$ cat config.mk
export PLATFORM = sky130hd
export DESIGN_NAME = sar_conversion_sequencer
export DESIGN_NICKNAME = d
export VERILOG_FILES = /design/src/include/sar_pkg.sv /design/src/hdl/cmp_sync.sv /design/src/hdl/conv_timer.sv /design/src/hdl/sar_conversion_sequencer.sv
export VERILOG_INCLUDE_DIRS = /design/src /design/src/include
export SDC_FILE = /design/constraint.sdc
export NUM_CORES = 1
export LEC_CHECK = 0
export BUFFER_PORTS_ARGS = -buffer_cell sky130_fd_sc_hd__buf_4
export CAP_MARGIN = 20
export CORE_UTILIZATION = 47
export CTS_CLUSTER_SIZE = 25
export DETAILED_ROUTE_END_ITERATION = 6
export GPL_TIMING_DRIVEN = 0
export HOLD_SLACK_MARGIN = 0.05
export PLACE_DENSITY_LB_ADDON = 0.3
export SLEW_MARGIN = 20
export SYNTH_ARGS = -nofsm -noshare
export SYNTH_HDL_FRONTEND = slang
export SYNTH_SLANG_ARGS = --single-unit
$ cat constraint.sdc
create_clock -name hclk -period 6 [get_ports hclk]
set_input_delay 1.2 -clock hclk [delete_from_list [all_inputs] [get_ports hclk]]
set_output_delay 1.2 -clock hclk [all_outputs]
set_load 0.005 [all_outputs]
$ cat src/include/sar_cfg.svh
// Register map, field positions, reset values and step timing for the sequencer
`ifndef SAR_CFG_SVH
`define SAR_CFG_SVH

// Register byte addresses on the register bus
`define MODE_ADDR 32'h0000_FF80
`define SEL_ADDR 32'h0000_FF84
`define RESULT_ADDR 32'h0000_FF88
`define FLAG_ADDR 32'h0000_FF8C

// Field positions
`define MODE_EN_BIT 7
`define TSEL_MSB 5
`define TSEL_LSB 3
`define CH_MSB 2
`define FLAG_BIT 4

// Reset values
`define MODE_RESET 8'h00
`define SEL_RESET 8'h00

// Conversion time codes (clocks per conversion)
`define TSEL_288 3'h0
`define TSEL_240 3'h1
`define TSEL_192 3'h2
`define TSEL_144 3'h4
`define TSEL_120 3'h5

// Sampling length and per-bit step length, in clocks; samp + 8 * step
`define SAMP_288 6'h20
`define STEP_288 6'h20
`define SAMP_240 6'h18
`define STEP_240 6'h1B
`define SAMP_192 6'h10
`define STEP_192 6'h16
`define SAMP_144 6'h10
`define STEP_144 6'h10
`define SAMP_120 6'h10
`define STEP_120 6'h0D

// Phase index of the last bit step
`define LAST_PHASE 4'h8

`endif

$ cat src/include/sar_pkg.sv
// Types shared by the conversion sequencer files
package sar_pkg;

  // Register selected by a bus address
  typedef enum logic [1:0] {
    RI_MODE = 2'b00,
    RI_SEL = 2'b01,
    RI_RESULT = 2'b10,
    RI_FLAG = 2'b11
  } reg_idx_t;

  // Data phase of a bus transfer taken at the address phase
  typedef struct packed {
    logic valid;
    logic write;
    logic hit;
    reg_idx_t idx;
  } dphase_t;

  // Mode register content
  typedef struct packed {
    logic enable;
    logic [2:0] tsel;
  } mode_t;

  // Drive to the sample-and-hold, input selector and tap selector
  typedef struct packed {
    logic [7:0] tap_code;
    logic [2:0] channel;
    logic sample_en;
  } analog_ctl_t;

endpackage

$ cat src/hdl/cmp_sync.sv
// Two-flop synchroniser for the comparator output
`timescale 1ns/1ps
`default_nettype none
module cmp_sync (
  // Clock and reset
  input wire logic hclk,
  input wire logic hresetn,
  // Level in and out
  input wire logic d,
  output logic q
);
  logic meta;

  // First flop feeds only the second
  always_ff @(posedge hclk or negedge hresetn) begin
    if (!hresetn) begin
      meta <= 1'b0;
      q <= 1'b0;
    end else begin
      meta <= d;
      q <= meta;
    end
  end
endmodule // cmp_sync
`default_nettype wire

$ cat src/hdl/conv_timer.sv
// Phase timer: sampling phase then eight bit steps per conversion
`timescale 1ns/1ps
`default_nettype none
`include "sar_cfg.svh"
module conv_timer (
  // Clock and reset
  input wire logic hclk,
  input wire logic hresetn,
  // Control
  input wire logic clear,
  input wire logic run,
  input wire logic [2:0] tsel,
  // Status
  output logic [3:0] phase,
  output logic phase_end
);
  logic [5:0] cyc;
  logic [5:0] next_cyc;
  logic [3:0] next_phase;
  logic [5:0] len;

  // Length of a phase for a time code; prohibited codes run the slowest
  function automatic logic [5:0] phase_len(input logic [2:0] t,
                                           input logic samp);
    logic [5:0] r;
    unique case (t)
      `TSEL_240: r = samp ? `SAMP_240 : `STEP_240;
      `TSEL_192: r = samp ? `SAMP_192 : `STEP_192;
      `TSEL_144: r = samp ? `SAMP_144 : `STEP_144;
      `TSEL_120: r = samp ? `SAMP_120 : `STEP_120;
      default: r = samp ? `SAMP_288 : `STEP_288;
    endcase
    return r;
  endfunction

  assign len = phase_len(tsel, phase == 4'h0);
  assign phase_end = run && (cyc == len - 6'h01);

  // Count clocks within a phase and step through the phases
  always_comb begin
    next_cyc = cyc;
    next_phase = phase;
    if (clear) begin
      next_cyc = 6'h00;
      next_phase = 4'h0;
    end else if (phase_end) begin
      next_cyc = 6'h00;
      next_phase = (phase == `LAST_PHASE) ? 4'h0 : phase + 4'h1;
    end else if (run) begin
      next_cyc = cyc + 6'h01;
    end
  end

  // Timer registers
  always_ff @(posedge hclk or negedge hresetn) begin
    if (!hresetn) begin
      cyc <= 6'h00;
      phase <= 4'h0;
    end else begin
      cyc <= next_cyc;
      phase <= next_phase;
    end
  end
endmodule // conv_timer
`default_nettype wire

$ cat src/hdl/sar_conversion_sequencer.sv
// Successive-approximation conversion sequencer with register slave
`timescale 1ns/1ps
`default_nettype none
`include "sar_cfg.svh"
module sar_conversion_sequencer (
  // Clock and reset
  input wire logic hclk,
  input wire logic hresetn,
  // AHB-Lite slave
  input wire logic hsel,
  input wire logic [31:0] haddr,
  input wire logic [1:0] htrans,
  input wire logic hwrite,
  input wire logic [2:0] hsize,
  input wire logic [31:0] hwdata,
  input wire logic hready,
  output logic hreadyout,
  output logic hresp,
  output logic [31:0] hrdata,
  // Power management
  input wire logic standby,
  // Analog side
  input wire logic cmp_in,
  output sar_pkg::analog_ctl_t analog_ctl,
  // Completion request
  output logic conv_done_irq
);

  // Register state
  sar_pkg::mode_t conv_mode_reg;
  sar_pkg::mode_t next_mode;
  logic [2:0] input_select_reg;
  logic [2:0] next_sel;
  logic [7:0] conv_result_reg;
  logic [7:0] next_result;
  logic conv_done_flag;
  logic next_flag;
  logic [7:0] approx_reg;
  logic [7:0] next_approx;
  logic next_irq;

  // Bus state
  sar_pkg::dphase_t dphase;
  sar_pkg::dphase_t next_dphase;
  logic [31:0] next_rdata;

  // Internal nets
  logic cmp_s;
  logic [3:0] phase;
  logic phase_end;
  logic run;
  logic reg_write;
  logic wr_mode;
  logic wr_sel;
  logic wr_flag;
  logic done;
  logic take;
  sar_pkg::reg_idx_t a_idx;
  logic a_hit;
  logic [2:0] a_dec;
  sar_pkg::analog_ctl_t next_analog;

  // Map a bus address to a register index and a hit flag
  // Full address compare; anything else reads zero and ignores writes
  function automatic logic [2:0] decode(input logic [31:0] a);
    logic [2:0] r;
    unique case (a)
      `MODE_ADDR: r = {1'b1, sar_pkg::RI_MODE};
      `SEL_ADDR: r = {1'b1, sar_pkg::RI_SEL};
      `RESULT_ADDR: r = {1'b1, sar_pkg::RI_RESULT};
      `FLAG_ADDR: r = {1'b1, sar_pkg::RI_FLAG};
      default: r = 3'h0;
    endcase
    return r;
  endfunction

  // Data-phase write strobe for one register
  function automatic logic wr_strobe(input sar_pkg::dphase_t dp,
                                     input sar_pkg::reg_idx_t idx);
    return dp.valid && dp.write && dp.hit && (dp.idx == idx);
  endfunction

  // Comparator output arrives from the analog domain
  cmp_sync u_sync (
    .hclk(hclk),
    .hresetn(hresetn),
    .d(cmp_in),
    .q(cmp_s)
  );

  // Step timing for the current time code
  // A mode or select register write clears it so the next run starts at sampling
  conv_timer u_timer (
    .hclk(hclk),
    .hresetn(hresetn),
    .clear(reg_write),
    .run(run),
    .tsel(conv_mode_reg.tsel),
    .phase(phase),
    .phase_end(phase_end)
  );

  // Zero-wait slave, always OKAY
  // Every register answers in the data phase straight from flops
  assign hreadyout = 1'b1;
  assign hresp = 1'b0;

  // Address phase decode
  assign take = hsel && htrans[1] && hready;
  assign a_dec = decode(haddr);
  assign a_hit = a_dec[2];
  // Index bits always name one of the four registers
  assign a_idx = sar_pkg::reg_idx_t'(a_dec[1:0]);

  // Write strobes in the data phase
  assign wr_mode = wr_strobe(dphase, sar_pkg::RI_MODE);
  assign wr_sel = wr_strobe(dphase, sar_pkg::RI_SEL);
  assign wr_flag = wr_strobe(dphase, sar_pkg::RI_FLAG);
  assign reg_write = wr_mode || wr_sel;

  // A mode or select write cycle holds the timer, so no completion lands with it
  // standby freezes steps
  assign run = conv_mode_reg.enable && !standby && !reg_write;
  assign done = phase_end && phase == `LAST_PHASE;

  // Capture the transfer and the read value at the address phase
  always_comb begin
    next_dphase = '0;
    next_rdata = hrdata;
    if (take) begin
      next_dphase.valid = 1'b1;
      next_dphase.write = hwrite;
      next_dphase.hit = a_hit;
      next_dphase.idx = a_idx;
      next_rdata = 32'h0000_0000;
      // Back-to-back mode and select reads see a write landing at this edge
      if (!hwrite && a_hit) begin
        unique case (a_idx)
          sar_pkg::RI_MODE: begin
            next_rdata[`MODE_EN_BIT] = next_mode.enable;
            next_rdata[`TSEL_MSB:`TSEL_LSB] = next_mode.tsel;
          end
          sar_pkg::RI_SEL: next_rdata[`CH_MSB:0] = next_sel;
          sar_pkg::RI_RESULT: next_rdata[7:0] = conv_result_reg;
          sar_pkg::RI_FLAG: next_rdata[`FLAG_BIT] = conv_done_flag;
        endcase
      end
    end
  end

  // Bus registers
  // Read data holds until the next transfer is taken
  always_ff @(posedge hclk or negedge hresetn) begin
    if (!hresetn) begin
      dphase <= '0;
      hrdata <= 32'h0000_0000;
    end else begin
      dphase <= next_dphase;
      hrdata <= next_rdata;
    end
  end

  // Mode and select registers
  // Writes land at the end of their data phase
  always_comb begin
    next_mode = conv_mode_reg;
    next_sel = input_select_reg;
    if (wr_mode) begin
      next_mode.enable = hwdata[`MODE_EN_BIT];
      next_mode.tsel = hwdata[`TSEL_MSB:`TSEL_LSB];
    end
    if (wr_sel) begin
      next_sel = hwdata[`CH_MSB:0];
    end
  end

  always_ff @(posedge hclk or negedge hresetn) begin
    if (!hresetn) begin
      conv_mode_reg <= sar_pkg::mode_t'(4'h0);
      input_select_reg <= 3'h0;
    end else begin
      conv_mode_reg <= next_mode;
      input_select_reg <= next_sel;
    end
  end

  // Tap reaches the analog side one clock after the search register,
  // and the comparator comes back two clocks later; a step of thirteen
  // clocks or more leaves room for both before the bit is decided.
  // Binary search, result load, done request and flag
  always_comb begin
    logic [2:0] bitn;
    bitn = 3'(4'h8 - phase);
    next_approx = approx_reg;
    next_result = conv_result_reg;
    next_irq = 1'b0;
    next_flag = conv_done_flag;
    // Flag register write with the flag bit low clears it
    if (wr_flag && !hwdata[`FLAG_BIT]) begin
      next_flag = 1'b0;
    end
    if (reg_write) begin
      next_approx = 8'h00;
    end else if (run && phase_end) begin
      if (phase == 4'h0) begin
        next_approx = 8'h80;
      end else begin
        // input at or above tap is one
        next_approx[bitn] = cmp_s;
        if (bitn != 3'h0) begin
          next_approx[bitn - 3'h1] = 1'b1;
        end
      end
      if (done) begin
        next_result = {approx_reg[7:1], cmp_s};
        next_irq = 1'b1;
        // Set wins over a coinciding clear
        next_flag = 1'b1;
        next_approx = 8'h00;
      end
    end
  end

  // Search register, request pulse and flag; mode writes keep flag
  // The request is a one-clock pulse; the flag holds it for software
  always_ff @(posedge hclk or negedge hresetn) begin
    if (!hresetn) begin
      approx_reg <= 8'h00;
      conv_done_irq <= 1'b0;
      conv_done_flag <= 1'b0;
    end else begin
      approx_reg <= next_approx;
      conv_done_irq <= next_irq;
      conv_done_flag <= next_flag;
    end
  end

  // result left uninitialised
  // No reset: the value means nothing until the first completion
  always_ff @(posedge hclk) begin
    conv_result_reg <= next_result;
  end

  // Analog drive; tap string is offset half a code
  always_comb begin
    next_analog.tap_code = approx_reg;
    next_analog.channel = input_select_reg;
    next_analog.sample_en = conv_mode_reg.enable && phase == 4'h0;
  end

  // Registered so the analog side never sees a decode glitch
  always_ff @(posedge hclk or negedge hresetn) begin
    if (!hresetn) begin
      analog_ctl <= '0;
    end else begin
      analog_ctl <= next_analog;
    end
  end

endmodule // sar_conversion_sequencer
`default_nettype wire

==> flow_metrics.tcl, run 1 <==
set metrics [dict create \
    top_usage_layer "met2" \
    die_y_um 85.1 \
    cts_tree "yes" \
    io_buffers 67 \
    grt_max_degree 55 \
    htreeDepth 3 \
    cts.sinks 62 \
    synth_cell_type_count 61 \
    gp_congestion 0.950 \
    relSlewSlack_pct 55.1 \
    grt_pass1_wl_um 12700 \
    synth.top_cells.by_count "dfrtp_1 (54), nand2_1 (30), buf_4 (26), o21ai_0 (24), nor2_1 (16)" \
    drive_gt1_share_pct 30.4 \
    dp_slack_ns 2.02 \
    grt_setup_unrepaired "false" \
    powerDensity_nw_per_um2 210 \
    dp_hpwl_um 5530 \
    ant_nets 0 \
    fillCellCount 544 \
    syn_inst 314 \
    period_share_pct 66.3 \
    grt_usage_pct 22.7 \
    drt_iter0_markers 148 \
    fin_skew_ns 0.0106 \
    via_per_inst 5.28 \
    hold_path_class "flop to flop" \
    cp_max_fo 8 \
    vias 2628 \
    yosysSeqAreaShare_pct 49.0 \
    grt_overflow 0 \
    grt_use_met2_pct 38.1 \
    cellLeakagePower_nw 1.96 \
    endpoint_kind "flop" \
    syn_to_final_growth_pct 27.8 \
    ys_warn_count 0 \
    first_global_vias 2584 \
    crit_type "flop to flop" \
    io_pins 123 \
    fmax_ghz 0.251 \
    final.setup.tns_ns 0 \
    ys_ff_latch 62 \
    multi_input_area_um2 1480 \
    dieArea_um2 7240 \
    avgSynthCellArea_um2 10.3 \
    fp.dieW_um 85.1 \
    crit_required_ns 5.97 \
    cp.arrival_ns 3.95 \
    cts-resized-gates 0 \
    worst_slew_pin_slew_ns 0.674 \
    hold_slack_ns 0.373 \
    synth_area_leaders "dfrtp_1 (42%), edfxtp_1 (7.4%), buf_4 (6.0%), o21ai_0 (3.7%), ha_1 (3.5%)" \
    insertedDiodeCount 0 \
    drv_cap 0 \
    syn_area_um2 3250 \
    largest_reg_flops 12 \
    fin_util_pct 63.9 \
    grt_util_met3_pct 4.18 \
    start_util_pct 50.0 \
    grt.met1_usage_pct 29.0 \
    synth_ff_type "dfrtp_1" \
    finalHoldViolations 0 \
    route.detailed.drc 0 \
    clk_pin_slew_ns 0.07 \
    synth.top_cell.area_share_pct 41.6 \
    ys_async_sr_fraction_pct 87.1 \
    peakVddDrop_v 0.000120 \
    maxSlewViolCount 0 \
    wirelength_um 7600 \
    seq_area_um2 1590 \
    antenna_found_initial 0 \
    cts_buffer_depth 2 \
    core_um2 6490 \
    dr.pass1.iters 4 \
    nNetsFinal 501 \
    post_cts_buffers 0 \
    final-setup-viol-count 0 \
    root_buffer "clkbuf_8" \
    synth_most_common_cell "dfrtp_1" \
    fin_ws_ns 2.02 \
    wire_per_inst_um 15.3 \
    fin_crit_ns 3.98 \
    cts_buffers 9 \
    rows 29 \
    synth-edff-count 8 \
    insertion_delay_ns 0.34 \
    cts_hold_buffers 0 \
    cp-start-kind "flop" \
    largest-register "analog_ctl" \
    status "completed" \
    yosysTopAreaCell "dfrtp_1" \
]
==> per-layer routing <==
metal,wire length [um],vias up
met1,3320,1236
li1,-,1292
met2,3750,90
met3,447,10
met5,0,-
met4,79,0
==> logic make-up after synthesis <==
| logic type | after synthesis | synth area share [%] |
|---|---|---|
| adder cells (fa/ha/maj) | 10 | 3.78 |
| buffers and inverters | 45 | 8.25 |
| AO/OA/AOI/OAI | 73 | 15.9 |
| AND/OR/NAND/NOR | 105 | 17.1 |
| multiplexers | 7 | 2.54 |
| flip-flops | 62 | 49.0 |
| XOR/XNOR | 10 | 3.16 |
| other | 2 | 0.231 |
==> metrics by stage <==
step	power (mW)	cells	cell area [um2]
global route	0.909	498	4150
CTS	0.882	498	4150
detailed placement	0.485	482	3940
floorplan	0.454	338	3340
global placement	0.485	482	3940
finish	0.873	498	4150
==> path summary, 6_finish.rpt <==
| check | cells past startpoint | start | end | slack (ns) |
|---|---|---|---|---|
| max in group asynchronous | 1 | hresetn | u_timer.cyc[0]$_DFFE_PN0P_ | 4.65 |
| worst max register to register | 11 | u_timer.phase[0]$_DFFE_PN0P_ | conv_result_reg[6]$_DFFE_PP_ | 2.02 |
| worst min register to register | 0 | u_sync.meta$_DFF_PN0_ | u_sync.q$_DFF_PN0_ | 0.37 |
| worst max-delay path | 11 | u_timer.phase[0]$_DFFE_PN0P_ | conv_result_reg[6]$_DFFE_PP_ | 2.02 |
| worst min-delay path | 0 | u_sync.meta$_DFF_PN0_ | u_sync.q$_DFF_PN0_ | 0.37 |
| min in group asynchronous | 1 | hresetn | analog_ctl[1]$_DFF_PN0_ | 0.90 |
==> area by class of cell <==
class	count	share of cell area, %
Buffer	35	5.55
Clock inverter	6	2.08
Multi-Input combinational cell	231	35.6
Sequential cell	62	38.3
Tap cell	77	2.32
Clock buffer	10	3.08
Inverter	10	0.904
Timing Repair Buffer	67	12.1
==> layout by cell type (no fill, tap or decap), types with 7 or more instances in the layout <==
master / count
dfrtp_1: 54
clkbuf_8: 9
edfxtp_1: 8
a21oi_1: 9
inv_1: 10
nand4_1: 7
nand3_1: 10
nor2_1: 16
clkbuf_1: 8
nand2b_1: 8
ha_1: 9
nand2_1: 30
o21ai_0: 24
conb_1: 26
buf_4: 93
==> report_power, final <==
group | switching [mW] | internal (mW)
logic | 0.0194 | 0.0312
clock network | 0.163 | 0.233
registers | 0.00122 | 0.426
total | 0.183 | 0.690
==> critical path, cell delays in order (launching register included) <==
cell	delay, ns
dfrtp_1	0.41
inv_1	0.19
ha_1	0.27
nor3b_2	0.42
nor2_1	0.13
inv_1	0.08
ha_1	0.24
xnor2_1	0.13
nor4_1	0.46
o2111a_1	0.45
nand2_1	0.27
nor2_1	0.55
Note: power is estimated with default switching activity, not from simulation.
==> inputs of run 2 (changes only) <==
--- a/config.mk
+++ b/config.mk
@@ -6,6 +6,7 @@
 export SDC_FILE = /design/constraint.sdc
 export NUM_CORES = 1
 export LEC_CHECK = 0
+export ABC_AREA = 1
 export BUFFER_PORTS_ARGS = -buffer_cell sky130_fd_sc_hd__buf_4
 export CAP_MARGIN = 20
 export CORE_UTILIZATION = 47
==> constraint.sdc (replaced) <==
create_clock -name hclk -period 3.86 [get_ports hclk]
set_input_delay 0.772 -clock hclk [delete_from_list [all_inputs] [get_ports hclk]]
set_output_delay 0.772 -clock hclk [all_outputs]
set_load 0.005 [all_outputs]
==> flow_metrics.tcl, run 2 <==
set metrics [dict create \
    endpoint_kind "flop" \
    p_switching_uw 594 \
    ys_async_sr_fraction_pct 87.1 \
    fp.dieW_um 86.2 \
    cp-startpoint "u_timer.phase[0]$_DFFE_PN0P_" \
    root_buffer "clkbuf_8" \
    cts_hold_buffers 0 \
    avgSynthCellArea_um2 8.21 \
    synth_compound_area_share_pct 5.67 \
    cts-resized-gates 0 \
    fin_skew_ns 0.00910 \
    yosysTopAreaCell "dfrtp_1" \
    wire_per_inst_um 11.7 \
    core_um2 6830 \
    final-setup-viol-count 0 \
    cellLeakagePower_nw 2.22 \
    fin_crit_ns 3.40 \
    crit_slowest_cell "nor2_1" \
    dr_wl_met2_um 3440 \
    design_area_um2 4260 \
    r2r-end "conv_result_reg[0]$_DFFE_PP_" \
    dp_slack_ns 0.480 \
    rrSetupSlack_ns 0.46 \
    crit_type "flop to flop" \
    status "completed" \
    nNetsFinal 593 \
    cp.arrival_ns 3.37 \
    synth.area.mux_share_pct 0 \
    antenna_found_initial 0 \
    cp_max_fo 11 \
    grt_pass1_wl_um 12400 \
    wirelength_um 7110 \
    first_global_vias 2786 \
    power_frac_seq_pct 40.6 \
    die_y_um 86.2 \
    path_cells "buf_2 -> clkinv_1 -> ha_1 -> nand3_4 -> nand2_1 -> ha_1 -> nand2_1 -> inv_1 -> nor2_1 -> nand2_1 -> nor2_1 -> nand4_1 -> nor2_1 -> nand2_2 -> nor2_1" \
    layout_commonest_cell "nand2_1" \
    ys_ff_latch 62 \
    post_cts_buffers 0 \
    wl_met1_um 3130 \
    period_share_pct 88.0 \
    placed_area_um2 4050 \
    dr.pass1.iters 6 \
    synth-simple-area-share_pct 30.4 \
    largest_reg_flops 12 \
    hold_path_class "flop to flop" \
    grt_max_degree 55 \
    grt_setup_unrepaired "false" \
    gp_congestion 0.894 \
    peakVddDrop_v 0.000374 \
    cts.sinks 62 \
    cts_buffers 9 \
    drt_iter0_markers 131 \
    maxSlewViolCount 0 \
    synthAdderAreaFrac_pct 3.38 \
    syn_inst 406 \
    synth_most_common_cell "nand2_1" \
    final.setup.tns_ns 0 \
    route.detailed.drc 0 \
    min-delay-start "u_sync.meta$_DFF_PN0_" \
    slowest_delay_ns 0.54 \
    dieArea_um2 7430 \
    holdPathEnd "u_sync.q$_DFF_PN0_" \
    intPower_mw 1.24 \
    fmax_ghz 0.294 \
    ant_nets 0 \
    insertion_delay_ns 0.34 \
    largest-register "analog_ctl" \
    synth-xor-area-share_pct 1.05 \
    io_pins 123 \
    met3_length_um 418 \
    crit_buf_inv 3 \
    final_cell_mix "nand2_1 (102), buf_4 (93), dfrtp_1 (54)" \
    powerDensity_nw_per_um2 430 \
    via_per_inst 4.72 \
    insertedDiodeCount 0 \
    synth_cell_type_count 33 \
    synth.top_cells.by_count "nand2_1 (102), dfrtp_1 (54), nor2_1 (50), nand3_1 (37), inv_1 (34)" \
    worst_slew_pin_slew_ns 0.673 \
    cts_tree "yes" \
    htreeDepth 3 \
    io_buffers 67 \
    grt_overflow 0 \
    syn_to_final_growth_pct 27.7 \
    synth-edff-count 8 \
    r2r_start "u_timer.phase[0]$_DFFE_PN0P_" \
    crit_path_frequent_cell "nor2_1" \
    syn_area_um2 3330 \
    holdPathStages 0 \
    rows 30 \
    fin_ws_ns 0.461 \
    synth_ff_type "dfrtp_1" \
    vias 2872 \
    synth.top_cell.area_share_pct 40.5 \
    yosysSeqAreaShare_pct 47.7 \
    worstRegToRegCells 15 \
    start_util_pct 48.8 \
    power.share.clock_pct 32.5 \
    clk_pin_slew_ns 0.07 \
    drv_cap 0 \
    cp-start-kind "flop" \
    grt_usage_pct 21.5 \
    netSwitchingFraction_pct 32.4 \
    finalHoldViolations 0 \
    ys_warn_count 0 \
    drive_gt1_share_pct 23.4 \
    cts_buffer_depth 2 \
    synth_area_leaders "dfrtp_1 (41%), nand2_1 (11%), edfxtp_1 (7.2%), buf_4 (5.9%), nor2_1 (5.6%)" \
    synth_top_family_by_area "simple AND/OR/NAND/NOR gates" \
    crit_required_ns 3.83 \
    relSlewSlack_pct 55.0 \
    crit_family "simple AND/OR/NAND/NOR gates" \
    p_comb_share_pct 26.9 \
    topRoutingLayerUsed "met4" \
    dp_hpwl_um 5340 \
]
-- run 2: stage by stage --
stage	instances	util [%]	hold WS, ns	power [mW]
2_1_floorplan	430	-	0.331	1.11
3_3_place_gp	593	59.2	0.333	1.23
3_5_place_dp	593	59.2	0.340	1.24
4_1_cts	609	62.3	0.357	1.85
5_1_grt	609	62.3	0.371	1.96
6_report	609	62.3	0.358	1.83
-- run 2: worst max-delay path by stage --
| stage | endpoint | cells after the start |
|---|---|---|
| 3_5_place_dp | conv_result_reg[6]$_DFFE_PP_ | 15 |
| 2_1_floorplan | conv_result_reg[0]$_DFFE_PP_ | 15 |
| 6_report | conv_result_reg[0]$_DFFE_PP_ | 15 |
| 5_1_grt | conv_result_reg[1]$_DFFE_PP_ | 15 |
| 4_1_cts | conv_result_reg[1]$_DFFE_PP_ | 15 |
| 3_3_place_gp | conv_result_reg[6]$_DFFE_PP_ | 15 |
-- run 2: power by group through the flow --
stage	Clock [mW]	Combinational (mW)	Sequential (mW)
5_1_grt	0.637	0.569	0.749
3_5_place_dp	0	0.486	0.755
2_1_floorplan	0	0.361	0.747
6_report	0.595	0.493	0.743
4_1_cts	0.614	0.489	0.742
3_3_place_gp	0	0.477	0.755
-- run 2: layout make-up --
class                           instances  area, um2
Clock buffer                           13        169
Timing Repair Buffer                   67        503
Inverter                               37        144
Tap cell                               96        120
Fill cell                             611       2570
Multi-Input combinational cell        297       1450
Clock inverter                          3       42.5
Sequential cell                        62       1590
Buffer                                 34        241
-- run 2: cells by family after synthesis --
group / Yosys count
flops: 62
buf+inv: 71
compound gates: 31
fa+ha+maj: 9
other cells: 2
xor+xnor: 4
simple gates: 227
-- run 2: per-layer routing --
| layer | vias to the layer above | global-route usage (%) |
|---|---|---|
| li1 | 1483 | - |
| met1 | 1299 | 26.3 |
| met2 | 77 | 36.4 |
| met3 | 13 | 6.48 |
| met4 | 0 | 7.12 |
| met5 | - | 0 |
==> inputs of run 3 (changes only) <==
--- a/config.mk
+++ b/config.mk
@@ -15,6 +15,7 @@
 export GPL_TIMING_DRIVEN = 0
 export HOLD_SLACK_MARGIN = 0.05
 export PLACE_DENSITY_LB_ADDON = 0.3
+export RECOVER_POWER = 50
 export SLEW_MARGIN = 20
 export SYNTH_ARGS = -nofsm -noshare
 export SYNTH_HDL_FRONTEND = slang
==> flow_metrics.tcl, run 3 (synthesized netlist as in run 2, its figures left out) <==
set metrics [dict create \
    cts_buffer_depth 2 \
    io_pins 123 \
    insertedDiodeCount 0 \
    core_um2 6830 \
    violations "capacitance limit, slew limit" \
    nNetsFinal 593 \
    maxSlewViolCount 55 \
    cts_hold_buffers 0 \
    gp_congestion 0.894 \
    grt_usage_pct 21.5 \
    fin_total_pwr_mw 1.83 \
    layout_commonest_cell "nand2_1" \
    period_share_pct 88.2 \
    dieArea_um2 7430 \
    hold_slack_ns 0.358 \
    io_buffers 67 \
    vias 2881 \
    final.setup.tns_ns 0 \
    cts_tree "yes" \
    fin_util_pct 62.3 \
    rows 30 \
    dr.pass1.iters 6 \
    first_global_vias 2786 \
    insertion_delay_ns 0.34 \
    route.detailed.drc 0 \
    fin_crit_ns 3.40 \
    antenna_found_initial 0 \
    post_cts_buffers 0 \
    cp.arrival_ns 3.37 \
    syn_to_final_growth_pct 27.6 \
    fin_skew_ns 0.00929 \
    cp-start-kind "flop" \
    final-setup-viol-count 0 \
    placed_area_um2 4050 \
    htreeDepth 3 \
    cellLeakagePower_nw 2.21 \
    grt_max_degree 55 \
    post-place-cells 593 \
    hold_path_class "flop to flop" \
    largest_reg_flops 12 \
    largest-register "analog_ctl" \
    root_buffer "clkbuf_8" \
    grt_overflow 0 \
    worst_slew_pin_slew_ns 2.82 \
    final_cells 609 \
    design_area_um2 4250 \
    peakVddDrop_v 0.000373 \
    cts-resized-gates 0 \
    ant_nets 0 \
    powerDensity_nw_per_um2 430 \
    cts_buffers 9 \
    cp_max_fo 11 \
    wirelength_um 7130 \
    crit_required_ns 3.83 \
    dp_slack_ns 0.480 \
    drive_gt1_share_pct 23.2 \
    drt_iter0_markers 131 \
    status "complete, but fails checks" \
    start_util_pct 48.8 \
    drv_cap 1 \
    via_per_inst 4.73 \
    crit_type "flop to flop" \
    endpoint_kind "flop" \
    finalHoldViolations 0 \
    dp_hpwl_um 5340 \
    grt_setup_unrepaired "false" \
    final_cell_mix "nand2_1 (102), buf_4 (91), dfrtp_1 (54)" \
    fp.dieW_um 86.2 \
    wire_per_inst_um 11.7 \
    die_y_um 86.2 \
    cts.sinks 62 \
    fmax_ghz 0.294 \
    clk_pin_slew_ns 0.07 \
    grt_pass1_wl_um 12400 \
    fin_ws_ns 0.457 \
    relSlewSlack_pct -88.1 \
]
[run 3: critical path, stage by stage, from the launching register on]
cell	delay, ns
dfrtp_1	0.34
buf_2	0.21
clkinv_1	0.27
ha_1	0.37
nand3_4	0.16
nand2_1	0.09
ha_1	0.31
nand2_1	0.06
inv_1	0.03
nor2_1	0.09
nand2_1	0.06
nor2_1	0.12
nand4_1	0.11
nor2_1	0.13
nand2_2	0.12
nor2_1	0.55
[run 3: per-layer routing]
layer  vias to the layer above  track usage, %  wire [um]
met2                        76            36.4       3420
met3                        13            6.48        412
met1                      1309            26.3       3170
li1                       1483               -          -
met5                         -               0          0
met4                         0            7.12        125
[run 3: final timing paths]
| check | start | to | slack (ns) | cells after the start |
|---|---|---|---|---|
| max in group asynchronous | hresetn | hrdata[6]$_DFFE_PN0P_ | 0.93 | 1 |
| worst min-delay path | u_sync.meta$_DFF_PN0_ | u_sync.q$_DFF_PN0_ | 0.36 | 0 |
| worst max-delay path | u_timer.phase[0]$_DFFE_PN0P_ | conv_result_reg[0]$_DFFE_PP_ | 0.46 | 15 |
| worst max register to register | u_timer.phase[0]$_DFFE_PN0P_ | conv_result_reg[0]$_DFFE_PP_ | 0.46 | 15 |
| worst min register to register | u_sync.meta$_DFF_PN0_ | u_sync.q$_DFF_PN0_ | 0.36 | 0 |
| min in group asynchronous | hresetn | u_timer.phase[0]$_DFFE_PN0P_ | 1.34 | 1 |
[run 3: layout make-up]
class                           instances  area (um2)
Clock buffer                           13         169
Tap cell                               96         120
Buffer                                 34         241
Clock inverter                          3        42.5
Sequential cell                        62        1590
Timing Repair Buffer                   67         499
Multi-Input combinational cell        297        1450
Fill cell                             613        2580
Inverter                               37         144
[run 3: power by group]
group / internal [mW] / switching, mW / leakage [nW]
registers: 0.705 / 0.0383 / 0.771
logic: 0.182 / 0.311 / 1.34
clock network: 0.350 / 0.245 / 0.106
total: 1.24 / 0.594 / 2.21
